**src/logic/mrt_pkg.sv**
```systemverilog
// Package for the page-0 receive ring and transmit register slice
//
// Behaviour
// - Offset 01H holds read/write receive ring start page, reset 00h.
// - Offset 02H holds read/write receive ring stop page, reset 00h.
// - Offset 03H holds read/write boundary page pointer, reset 4Ch.
// - Offset 04H writes transmit start page, reads transmit status flags.
// - Status bit 7 flags out-of-window collision; bits 6:4, 1 reserved; reset 00h.
// - Status bit 3 set when transmission abandoned after excessive collisions.
// - Status bit 2 set when the transmission collided at least once.
// - Status bit 0 set when a packet is sent without error.
// - Offsets 05H/06H write low/high bytes of the 16-bit transmit byte count.
// - Offset 05H reads collision count in bits 3:0, upper bits zero, reset 00h.
// - No collisions leaves collided flag clear and count zero.
// - Excessive collisions set aborted flag and report count zero.
// - Collision count clears when the host sets the transmit command bit in a cycle with no report.
// - Offset 06H reads the receive backup page, reset 4Dh, buffer address 15:8.
// - Buffer logic restores its receive pointers from backup page on receive error.
// - Backup page starts as ring start page; host writes it only while held stopped.
// - Setting command bit 2 starts transmission of the described packet.
// - These registers are reachable only when page select holds 00.
package mrt_pkg;
   localparam logic [3:0] OFS_RX_START = 4'h1;
   localparam logic [3:0] OFS_RX_STOP = 4'h2;
   localparam logic [3:0] OFS_RX_LIMIT = 4'h3;
   localparam logic [3:0] OFS_TX_PAGE = 4'h4;
   localparam logic [3:0] OFS_TX_LEN_LO = 4'h5;
   localparam logic [3:0] OFS_TX_LEN_HI = 4'h6;
   localparam logic [1:0] PAGE_ZERO = 2'h0;
   localparam logic [7:0] RST_RX_START = 8'h00;
   localparam logic [7:0] RST_RX_STOP = 8'h00;
   localparam logic [7:0] RST_RX_LIMIT = 8'h4c;
   localparam logic [7:0] RST_TX_FLAGS = 8'h00;
   localparam logic [7:0] RST_RETRY = 8'h00;
   localparam logic [7:0] RST_BACKUP = 8'h4d;
   localparam logic [7:0] RST_TX_PAGE = 8'h00;
   localparam logic [15:0] RST_TX_LEN = 16'h0000;
   localparam int FLAG_LATE = 7;
   localparam int FLAG_GAVE_UP = 3;
   localparam int FLAG_COLLIDED = 2;
   localparam int FLAG_OK = 0;

   // Host bus request, one cycle strobes
   typedef struct packed {
      logic rd;
      logic wr;
      logic [3:0] ofs;
      logic [7:0] wdata;
   } mrt_bus_type;

   // Transmit outcome report from the MAC, one-cycle valid
   typedef struct packed {
      logic done;
      logic late;
      logic gave_up;
      logic ok;
      logic [3:0] collisions;
   } mrt_tx_report_type;
endpackage

```
**src/logic/mrt_tx_status.sv**
```systemverilog
// Transmit outcome flags and collision count holder
`timescale 1ns/1ps
`default_nettype none
module mrt_tx_status
   import mrt_pkg::*;
(
   input wire logic clk_i,
   input wire logic rstn_i,
   input wire logic send_i,
   input wire mrt_tx_report_type rep_i,
   output logic [7:0] flags_o,
   output logic [3:0] count_o
);
   logic [7:0] flags_q;
   logic [3:0] count_q;
   wire logic [7:0] flags_d;
   wire logic [3:0] count_d;
   wire logic collided;

   assign collided = rep_i.collisions != 4'h0 || rep_i.gave_up;
   // Flags are per attempt: a report overwrites all of them
   assign flags_d = {rep_i.late, 3'h0, rep_i.gave_up, collided, 1'b0, rep_i.ok};
   // Excessive collisions report zero; a report beats a clear in the same cycle
   assign count_d = rep_i.gave_up ? 4'h0 : rep_i.collisions;

   always_ff @(posedge clk_i)
   begin
      if (!rstn_i)
      begin
         flags_q <= RST_TX_FLAGS;
         count_q <= RST_RETRY[3:0];
      end
      else if (rep_i.done)
      begin
         flags_q <= flags_d;
         count_q <= count_d;
      end
      else if (send_i)
      begin
         count_q <= 4'h0;
      end
   end

   assign flags_o = flags_q;
   assign count_o = count_q;
endmodule
`default_nettype wire

```
**src/logic/mrt_regs.sv**
```systemverilog
// Page-0 register slice: receive ring pointers, transmit setup and status
`timescale 1ns/1ps
`default_nettype none
module mrt_regs
   import mrt_pkg::*;
(
   // Clock and reset
   input wire logic CLOCK_I,
   input wire logic RSTN_I,
   // Host register access, already in the clock domain
   input wire logic [1:0] PAGE_SEL_I,
   input wire mrt_bus_type BUS_I,
   output logic [7:0] RDATA_O,
   // Command and controller state
   input wire logic SEND_CMD_I,
   input wire logic HELD_STOPPED_I,
   input wire logic BACKUP_WR_I,
   input wire logic [7:0] BACKUP_WDATA_I,
   // Transmit MAC side
   input wire mrt_tx_report_type TX_REPORT_I,
   output logic TX_GO_O,
   output logic [15:0] TX_ADDR_O,
   output logic [15:0] TX_LEN_O,
   // Receive buffer management side
   input wire logic RX_NEXT_LOAD_I,
   input wire logic [7:0] RX_NEXT_PAGE_I,
   input wire logic RX_ERROR_I,
   output logic RX_RESTORE_O,
   output logic [15:0] RX_RESTORE_ADDR_O,
   output logic [15:0] RX_START_ADDR_O,
   output logic [15:0] RX_STOP_ADDR_O,
   output logic [15:0] RX_LIMIT_ADDR_O
);
   // ==========================================================
   // Register state
   logic [7:0] rx_ring_start_page_q;
   logic [7:0] rx_ring_stop_page_q;
   logic [7:0] rx_ring_read_limit_page_q;
   logic [7:0] tx_start_page_q;
   logic [7:0] tx_length_low_q;
   logic [7:0] tx_length_high_q;
   logic [7:0] rx_backup_page_q;
   logic [7:0] rdata_q;
   logic tx_go_q;
   logic rx_restore_q;
   wire logic [7:0] tx_outcome_flags;
   wire logic [3:0] tx_retry_count;

   // Page value to byte address of a 256-byte page
   function automatic logic [15:0] page_addr(input logic [7:0] page);
      page_addr = {page, 8'h00};
   endfunction

   // ==========================================================
   // Decode
   wire logic page_ok;
   wire logic wr_en;
   wire logic rd_en;
   wire logic wr_start;
   wire logic wr_stop;
   wire logic wr_limit;
   wire logic wr_tx_page;
   wire logic wr_len_lo;
   wire logic wr_len_hi;
   wire logic backup_wr_ok;
   wire logic [7:0] backup_d;
   logic [7:0] rdata_d;

   // Other pages belong to other banks; this slice stays silent there
   assign page_ok = PAGE_SEL_I == PAGE_ZERO;
   assign wr_en = BUS_I.wr && page_ok;
   assign rd_en = BUS_I.rd && page_ok;
   assign wr_start = wr_en && BUS_I.ofs == OFS_RX_START;
   assign wr_stop = wr_en && BUS_I.ofs == OFS_RX_STOP;
   assign wr_limit = wr_en && BUS_I.ofs == OFS_RX_LIMIT;
   assign wr_tx_page = wr_en && BUS_I.ofs == OFS_TX_PAGE;
   assign wr_len_lo = wr_en && BUS_I.ofs == OFS_TX_LEN_LO;
   assign wr_len_hi = wr_en && BUS_I.ofs == OFS_TX_LEN_HI;
   // Host may only rewrite the backup page while the controller is stopped
   assign backup_wr_ok = BACKUP_WR_I && HELD_STOPPED_I;
   // Ring start write also seeds the backup while stopped; host write wins,
   // buffer logic updates it while running
   assign backup_d = backup_wr_ok ? BACKUP_WDATA_I :
                     (wr_start && HELD_STOPPED_I) ? BUS_I.wdata : RX_NEXT_PAGE_I;

   always_comb
   begin
      rdata_d = 8'h00;
      unique case (BUS_I.ofs)
         OFS_RX_START: rdata_d = rx_ring_start_page_q;
         OFS_RX_STOP: rdata_d = rx_ring_stop_page_q;
         OFS_RX_LIMIT: rdata_d = rx_ring_read_limit_page_q;
         OFS_TX_PAGE: rdata_d = tx_outcome_flags;
         OFS_TX_LEN_LO: rdata_d = {4'h0, tx_retry_count};
         OFS_TX_LEN_HI: rdata_d = rx_backup_page_q;
         default: rdata_d = 8'h00;
      endcase
   end

   // ==========================================================
   // Host-written registers
   always_ff @(posedge CLOCK_I)
   begin
      if (!RSTN_I)
      begin
         rx_ring_start_page_q <= RST_RX_START;
         rx_ring_stop_page_q <= RST_RX_STOP;
         rx_ring_read_limit_page_q <= RST_RX_LIMIT;
         tx_start_page_q <= RST_TX_PAGE;
         tx_length_low_q <= RST_TX_LEN[7:0];
         tx_length_high_q <= RST_TX_LEN[15:8];
      end
      else
      begin
         if (wr_start)
            rx_ring_start_page_q <= BUS_I.wdata;
         if (wr_stop)
            rx_ring_stop_page_q <= BUS_I.wdata;
         if (wr_limit)
            rx_ring_read_limit_page_q <= BUS_I.wdata;
         if (wr_tx_page)
            tx_start_page_q <= BUS_I.wdata;
         if (wr_len_lo)
            tx_length_low_q <= BUS_I.wdata;
         if (wr_len_hi)
            tx_length_high_q <= BUS_I.wdata;
      end
   end

   // Backup page register and receive restore strobe
   always_ff @(posedge CLOCK_I)
   begin
      if (!RSTN_I)
      begin
         rx_backup_page_q <= RST_BACKUP;
         rx_restore_q <= 1'b0;
      end
      else
      begin
         if (backup_wr_ok || (wr_start && HELD_STOPPED_I) || RX_NEXT_LOAD_I)
            rx_backup_page_q <= backup_d;
         rx_restore_q <= RX_ERROR_I;
      end
   end

   // Read data and transmit launch
   always_ff @(posedge CLOCK_I)
   begin
      if (!RSTN_I)
      begin
         rdata_q <= 8'h00;
         tx_go_q <= 1'b0;
      end
      else
      begin
         if (rd_en)
            rdata_q <= rdata_d;
         tx_go_q <= SEND_CMD_I;
      end
   end

   // ==========================================================
   // Transmit status
   mrt_tx_status u_status (
      .clk_i(CLOCK_I),
      .rstn_i(RSTN_I),
      .send_i(SEND_CMD_I),
      .rep_i(TX_REPORT_I),
      .flags_o(tx_outcome_flags),
      .count_o(tx_retry_count)
   );

   // ==========================================================
   // Outputs; addresses are combinational off flops through a fixed shift
   assign RDATA_O = rdata_q;
   assign TX_GO_O = tx_go_q;
   assign TX_ADDR_O = page_addr(tx_start_page_q);
   assign TX_LEN_O = {tx_length_high_q, tx_length_low_q};
   assign RX_RESTORE_O = rx_restore_q;
   assign RX_RESTORE_ADDR_O = page_addr(rx_backup_page_q);
   assign RX_START_ADDR_O = page_addr(rx_ring_start_page_q);
   assign RX_STOP_ADDR_O = page_addr(rx_ring_stop_page_q);
   assign RX_LIMIT_ADDR_O = page_addr(rx_ring_read_limit_page_q);
endmodule
`default_nettype wire

```
**config.mk**
```make
export PLATFORM = sky130hd
export DESIGN_NAME = mrt_regs
export DESIGN_NICKNAME = d
export VERILOG_FILES = /design/src/logic/mrt_pkg.sv /design/src/logic/mrt_tx_status.sv /design/src/logic/mrt_regs.sv
export SDC_FILE = /design/constraint.sdc
export NUM_CORES = 1
export LEC_CHECK = 0
export BUFFER_PORTS_ARGS = -buffer_cell sky130_fd_sc_hd__buf_4
export CORE_UTILIZATION = 30
export CTS_CLUSTER_SIZE = 16
export DETAILED_ROUTE_END_ITERATION = 10
export GPL_TIMING_DRIVEN = 0
export HOLD_SLACK_MARGIN = 0.12
export SLEW_MARGIN = 0
export SYNTH_ARGS = -nofsm -noshare
export SYNTH_HDL_FRONTEND = slang
export SYNTH_SLANG_ARGS = --single-unit
```
**constraint.sdc**
```tcl
create_clock -name CLOCK_I -period 1.7 [get_ports CLOCK_I]
set_clock_uncertainty 0.1 [all_clocks]
set_input_delay 0.34 -clock CLOCK_I [delete_from_list [all_inputs] [get_ports CLOCK_I]]
set_output_delay 0.34 -clock CLOCK_I [all_outputs]
set_load 0.01 [all_outputs]
```
Word level (Yosys, flattened, before mapping)
Cells that the tools add are included. W data, S select, Z words.

Logic and storage cells: 40. Input port bits: 47. Register bits after elaboration: 74.

Reduce and logical (&&, ||, !) cells: 16. Equal/unequal tests: 6. Mux-type cells: 6.

Operators with widths (count): $pmux W8 S6 (1); $mux W8 (2); $eq A4 B3 Y1 const B (3); $mux W4 (3); $logic_and A1 B1 Y1 (10); $eq A4 B2 Y1 const B (2); $eq A4 B1 Y1 const B (1); $reduce_bool A4 Y1 (1); $logic_or A1 B1 Y1 (3); $logic_not A2 Y1 (1); $reduce_bool A2 Y1 (1).

Longest topological paths before layout
Depth in word-level cells: 6. Gate-level depth with buffers: 6. Depth with buffers taken out: 4.

Cells and area by module
A second synthesis with hierarchy kept.

Cells, all modules: 405. Area, all modules: 3828.7 sq um.

Modules (own cells, without submodules): mrt_regs (cells each 369, instances 1, area each 3458.3 sq um); mrt_tx_status (cells each 36, instances 1, area each 370.4 sq um).

Worst setup path after synthesis
Ideal clock, no wire load.

Path kind: input port to flip-flop. Start: input port BUS_I[11] in the netlist's numbering. End: register rx_backup_page_q[3]. Stages on the path: 6. Arrival: 1.358 ns. Slack: 0.099 ns. Path through: buf_6 -> nor4b_4 -> nand2_2 -> buf_2 -> o22ai_1 -> o221ai_1.

Cells in the longest elaborated chain, start to end: 5. Elaborated cells between the ends (all ways): 7.

RTL lines: start, declared (RTL line mrt_regs.sv:12) `input wire mrt_bus_type BUS_I,`; $eq A4 B1 Y1 * (RTL line mrt_regs.sv:73) `assign wr_start = wr_en && BUS_I.ofs == OFS_RX_START;`; $logic_and A1 B1 Y1 * (RTL line mrt_regs.sv:73); $logic_and A1 B1 Y1 * (RTL line mrt_regs.sv:84, mrt_regs.sv:140); $mux W8 or $logic_or A1 B1 Y1 (tied branches) (RTL line mrt_regs.sv:84, mrt_regs.sv:140); $mux W8 or $logic_or A1 B1 Y1 (tied branches) (RTL line mrt_regs.sv:83, mrt_regs.sv:140); end signal, assigned (RTL line mrt_regs.sv:141) `rx_backup_page_q <= backup_d;`; end, declared (RTL line mrt_regs.sv:42) `logic [7:0] rx_backup_page_q;`.

Every way passes the cells marked *; elsewhere a longest branch is shown, timed or not. A chain may end at the register's enable or synchronous reset.

Worst setup path after layout
Start: input port BUS_I[9] in the netlist's numbering. End: register rx_backup_page_q[3].

Same word-level chain as after synthesis.

==> out/qor.txt <==
Synth warn: 0
Max-cap violations: 0
Synth Area in Compound Gates: 13.6%
Via density: 4.73
Placer Congestion: 0.796
Chip Width: 113 um
Adder-Cell Fraction of Synth Area: 0%
Slew HR: 65.0%
CTS tree: yes
Final setup viols: 0
Sinks on Clock Net: 74
Total wire length: 10.9 mm
Post-route cell area: 5200 um^2
Overall power: 4.68 mW
Port bufs: 108
Async set-or-reset flop fraction in the synthesized netlist: 0%
Worst-skew pair later-pin latency: 0.34 ns
Slew @ Worst Pin: 0.525 ns
Final worst-path cycle share: 91.9%
Ant. Diodes: 0
Worst-case vdd ir drop: 466 uV
Type of the most critical hold path: in2reg
Crit path DAT: 1.65 ns
Die Area: 12700 um^2
Xor-xnor portion of the synthesized cell area: 0%
Starting Density: 30.7%
Cell depth of the worst flop-to-flop path: 3
Cells after synthesis: 380
First-pass GRT wire length: 17.1 mm
Hold Crit Depth: 2
Post-synthesis mux area share: 14.3%
Synthesized cell area: 3670 um^2
#FFs+latches synth: 74
H-tree depth: 3
Fmax: 640 MHz
Yosys cell types: 47
Crit path capture type: register
Run status: completed
Count leader, synth: dfxtp_1
Hpwl dp: 8.52 mm
Synth top area cells: dfxtp_1, mux2i_1, buf_4, nor2b_1, nand2_1
Pwr Density: 901 nW/um^2
Simple-gate share of the synthesized area: 19.8%
Crit start category: input pin
Setup Fix Bufs, Post-CTS: 0
EDFF count, synth: 0
RSZ-0062 raised after global routing: no
Initial antenna violation count: 0
Die height: 113 um
Worst hold slack: 0.158 ns
Layout cells sized above 1: 34.7%
Initial DRT Pass Iterations: 4
Avg WL per Cell: 15.8 um
Largest family of logic cells by synthesized area: simple AND/OR/NAND/NOR gates
Top cell type's share of synthesized area: 40.4%
GRT Resource Usage Total: 17.8%
Worst-path maximum fanout: 10
Yosys top cell by area: dfxtp_1
Dominant synthesized flop cell: dfxtp_1
Register area share after synthesis: 40.4%
CTS max path bufs: 2
Remaining DRCs: 0
Average cell area after synthesis: 9.65 um^2
Final min period: 1.56 ns
Row Count: 40
Final Max Slew Viols: 0
WP data required: 1.78 ns
Vias in the first global route: 3172
Core area: 12000 um^2
Most common library cells after synthesis: dfxtp_1, mux2i_1, nor2b_1
Final core occ: 43.4%
I/O pin total: 153
Final hold vios: 0
Area Overhead vs Synth: 41.6%
Pleak: 2.55 nW
Largest net degree at the start of global routing: 13
Starting DRC count in detailed routing: 143
ANT nets after route: 0
Routed vias: 3269
Root buffer cell: clkbuf_16
Global route overflow: 0
Clock Pin Slew Worst Setup and Hold Paths: 0.06 ns
Nets: 586
Critical path class: in2reg
Num CTS Buffers: 9
Area after DPL: 4810 um^2
-- layout make-up --
class | count | area [um^2]
Buffer | 61 | 414
Clock buffer | 11 | 243
Clock inverter | 5 | 125
Fill cell | 1196 | 6770
Inverter | 5 | 18.8
Multi-Input combinational cell | 279 | 1910
Sequential cell | 74 | 1480
Tap cell | 147 | 184
Timing Repair Buffer | 109 | 821
-- cell usage in the layout (no fill, tap or decap), types with 8 or more instances in the layout --
cell type | Yosys | layout
buf_4 | 41 | 149
and2_1 | 8 | 8
a21oi_1 | 13 | 13
mux2i_1 | 50 | 50
a21boi_1 | 8 | 8
clkbuf_1 | 9 | 10
nor2b_1 | 49 | 49
conb_1 | 1 | 40
nand2_1 | 23 | 23
dfxtp_1 | 74 | 74
a22oi_1 | 10 | 10
clkbuf_16 | 0 | 9
-- state kept, by name (all words and copies together) (netlist names) --
| register | cells |
|---|---|
| rx_backup_page_q | 8 |
| rx_ring_read_limit_page_q | 8 |
| tx_length_high_q | 8 |
| u_status.count_o | 4 |
| RX_RESTORE_O | 1 |
| u_status.flags_o | 4 |
| tx_start_page_q | 8 |
| tx_length_low_q | 8 |
| rx_ring_stop_page_q | 8 |
| rx_ring_start_page_q | 8 |
| TX_GO_O | 1 |
| RDATA_O | 8 |
-- path summary, 6_finish.rpt --
kind / start / endpoint / slack [ns]
hold reg to reg: rx_ring_start_page_q[7]$_SDFFE_PN0P_ / rx_ring_start_page_q[7]$_SDFFE_PN0P_ / 0.38
hold / removal: SEND_CMD_I / TX_GO_O$_SDFF_PN0_ / 0.16
setup / recovery: BUS_I[9] / rx_backup_page_q[3]$_SDFFE_PN1P_ / 0.14
setup reg to reg: rx_backup_page_q[7]$_SDFFE_PN0P_ / RDATA_O[7]$_SDFFE_PN0P_ / 0.32
-- critical path, stage by stage --
cell,delay (ns)
buf_4,0.14
nor4b_4,0.52
nand2_2,0.15
buf_2,0.23
o22ai_1,0.13
o221ai_1,0.13
-- kinds of logic after synthesis --
logic type,after synthesis
DFF,74
other,1
and+or+nand+nor,118
buffers and inverters,66
muxes,52
AOI/OAI and AO/OA,69
-- stage by stage --
step	std cells	setup TNS, ns	setup slack [ns]
final	691	0	0.138
after global routing	691	0	0.0275
after CTS	691	0	0.107
after detailed placement	674	-8.78	-0.248
after global placement	674	-9.59	-0.287
after floorplan	419	0	0.0989
-- routing by layer --
metal  vias to the layer above  global-route usage (%)  part of all wire [%]
li1                       1582                       -                     -
met5                         -                       0                     0
met2                       132                    29.2                    47
met3                        19                    5.45                   6.8
met1                      1536                    21.7                    44
met4                         0                    7.38                   2.1
-- report_power, final --
| part | internal (mW) | switching [mW] |
|---|---|---|
| Combinational | 0.258 | 0.263 |
| Clock | 1.62 | 0.745 |
| Sequential | 1.77 | 0.0263 |
-- repair_timing --
action                                 in CTS  in global routing
endpoints found under the hold margin       1                  0
hold buffers                                1                  0
setup endpoints to repair                   0                  2
resized for setup                           0                  1
(Power assumes the default switching activity.)
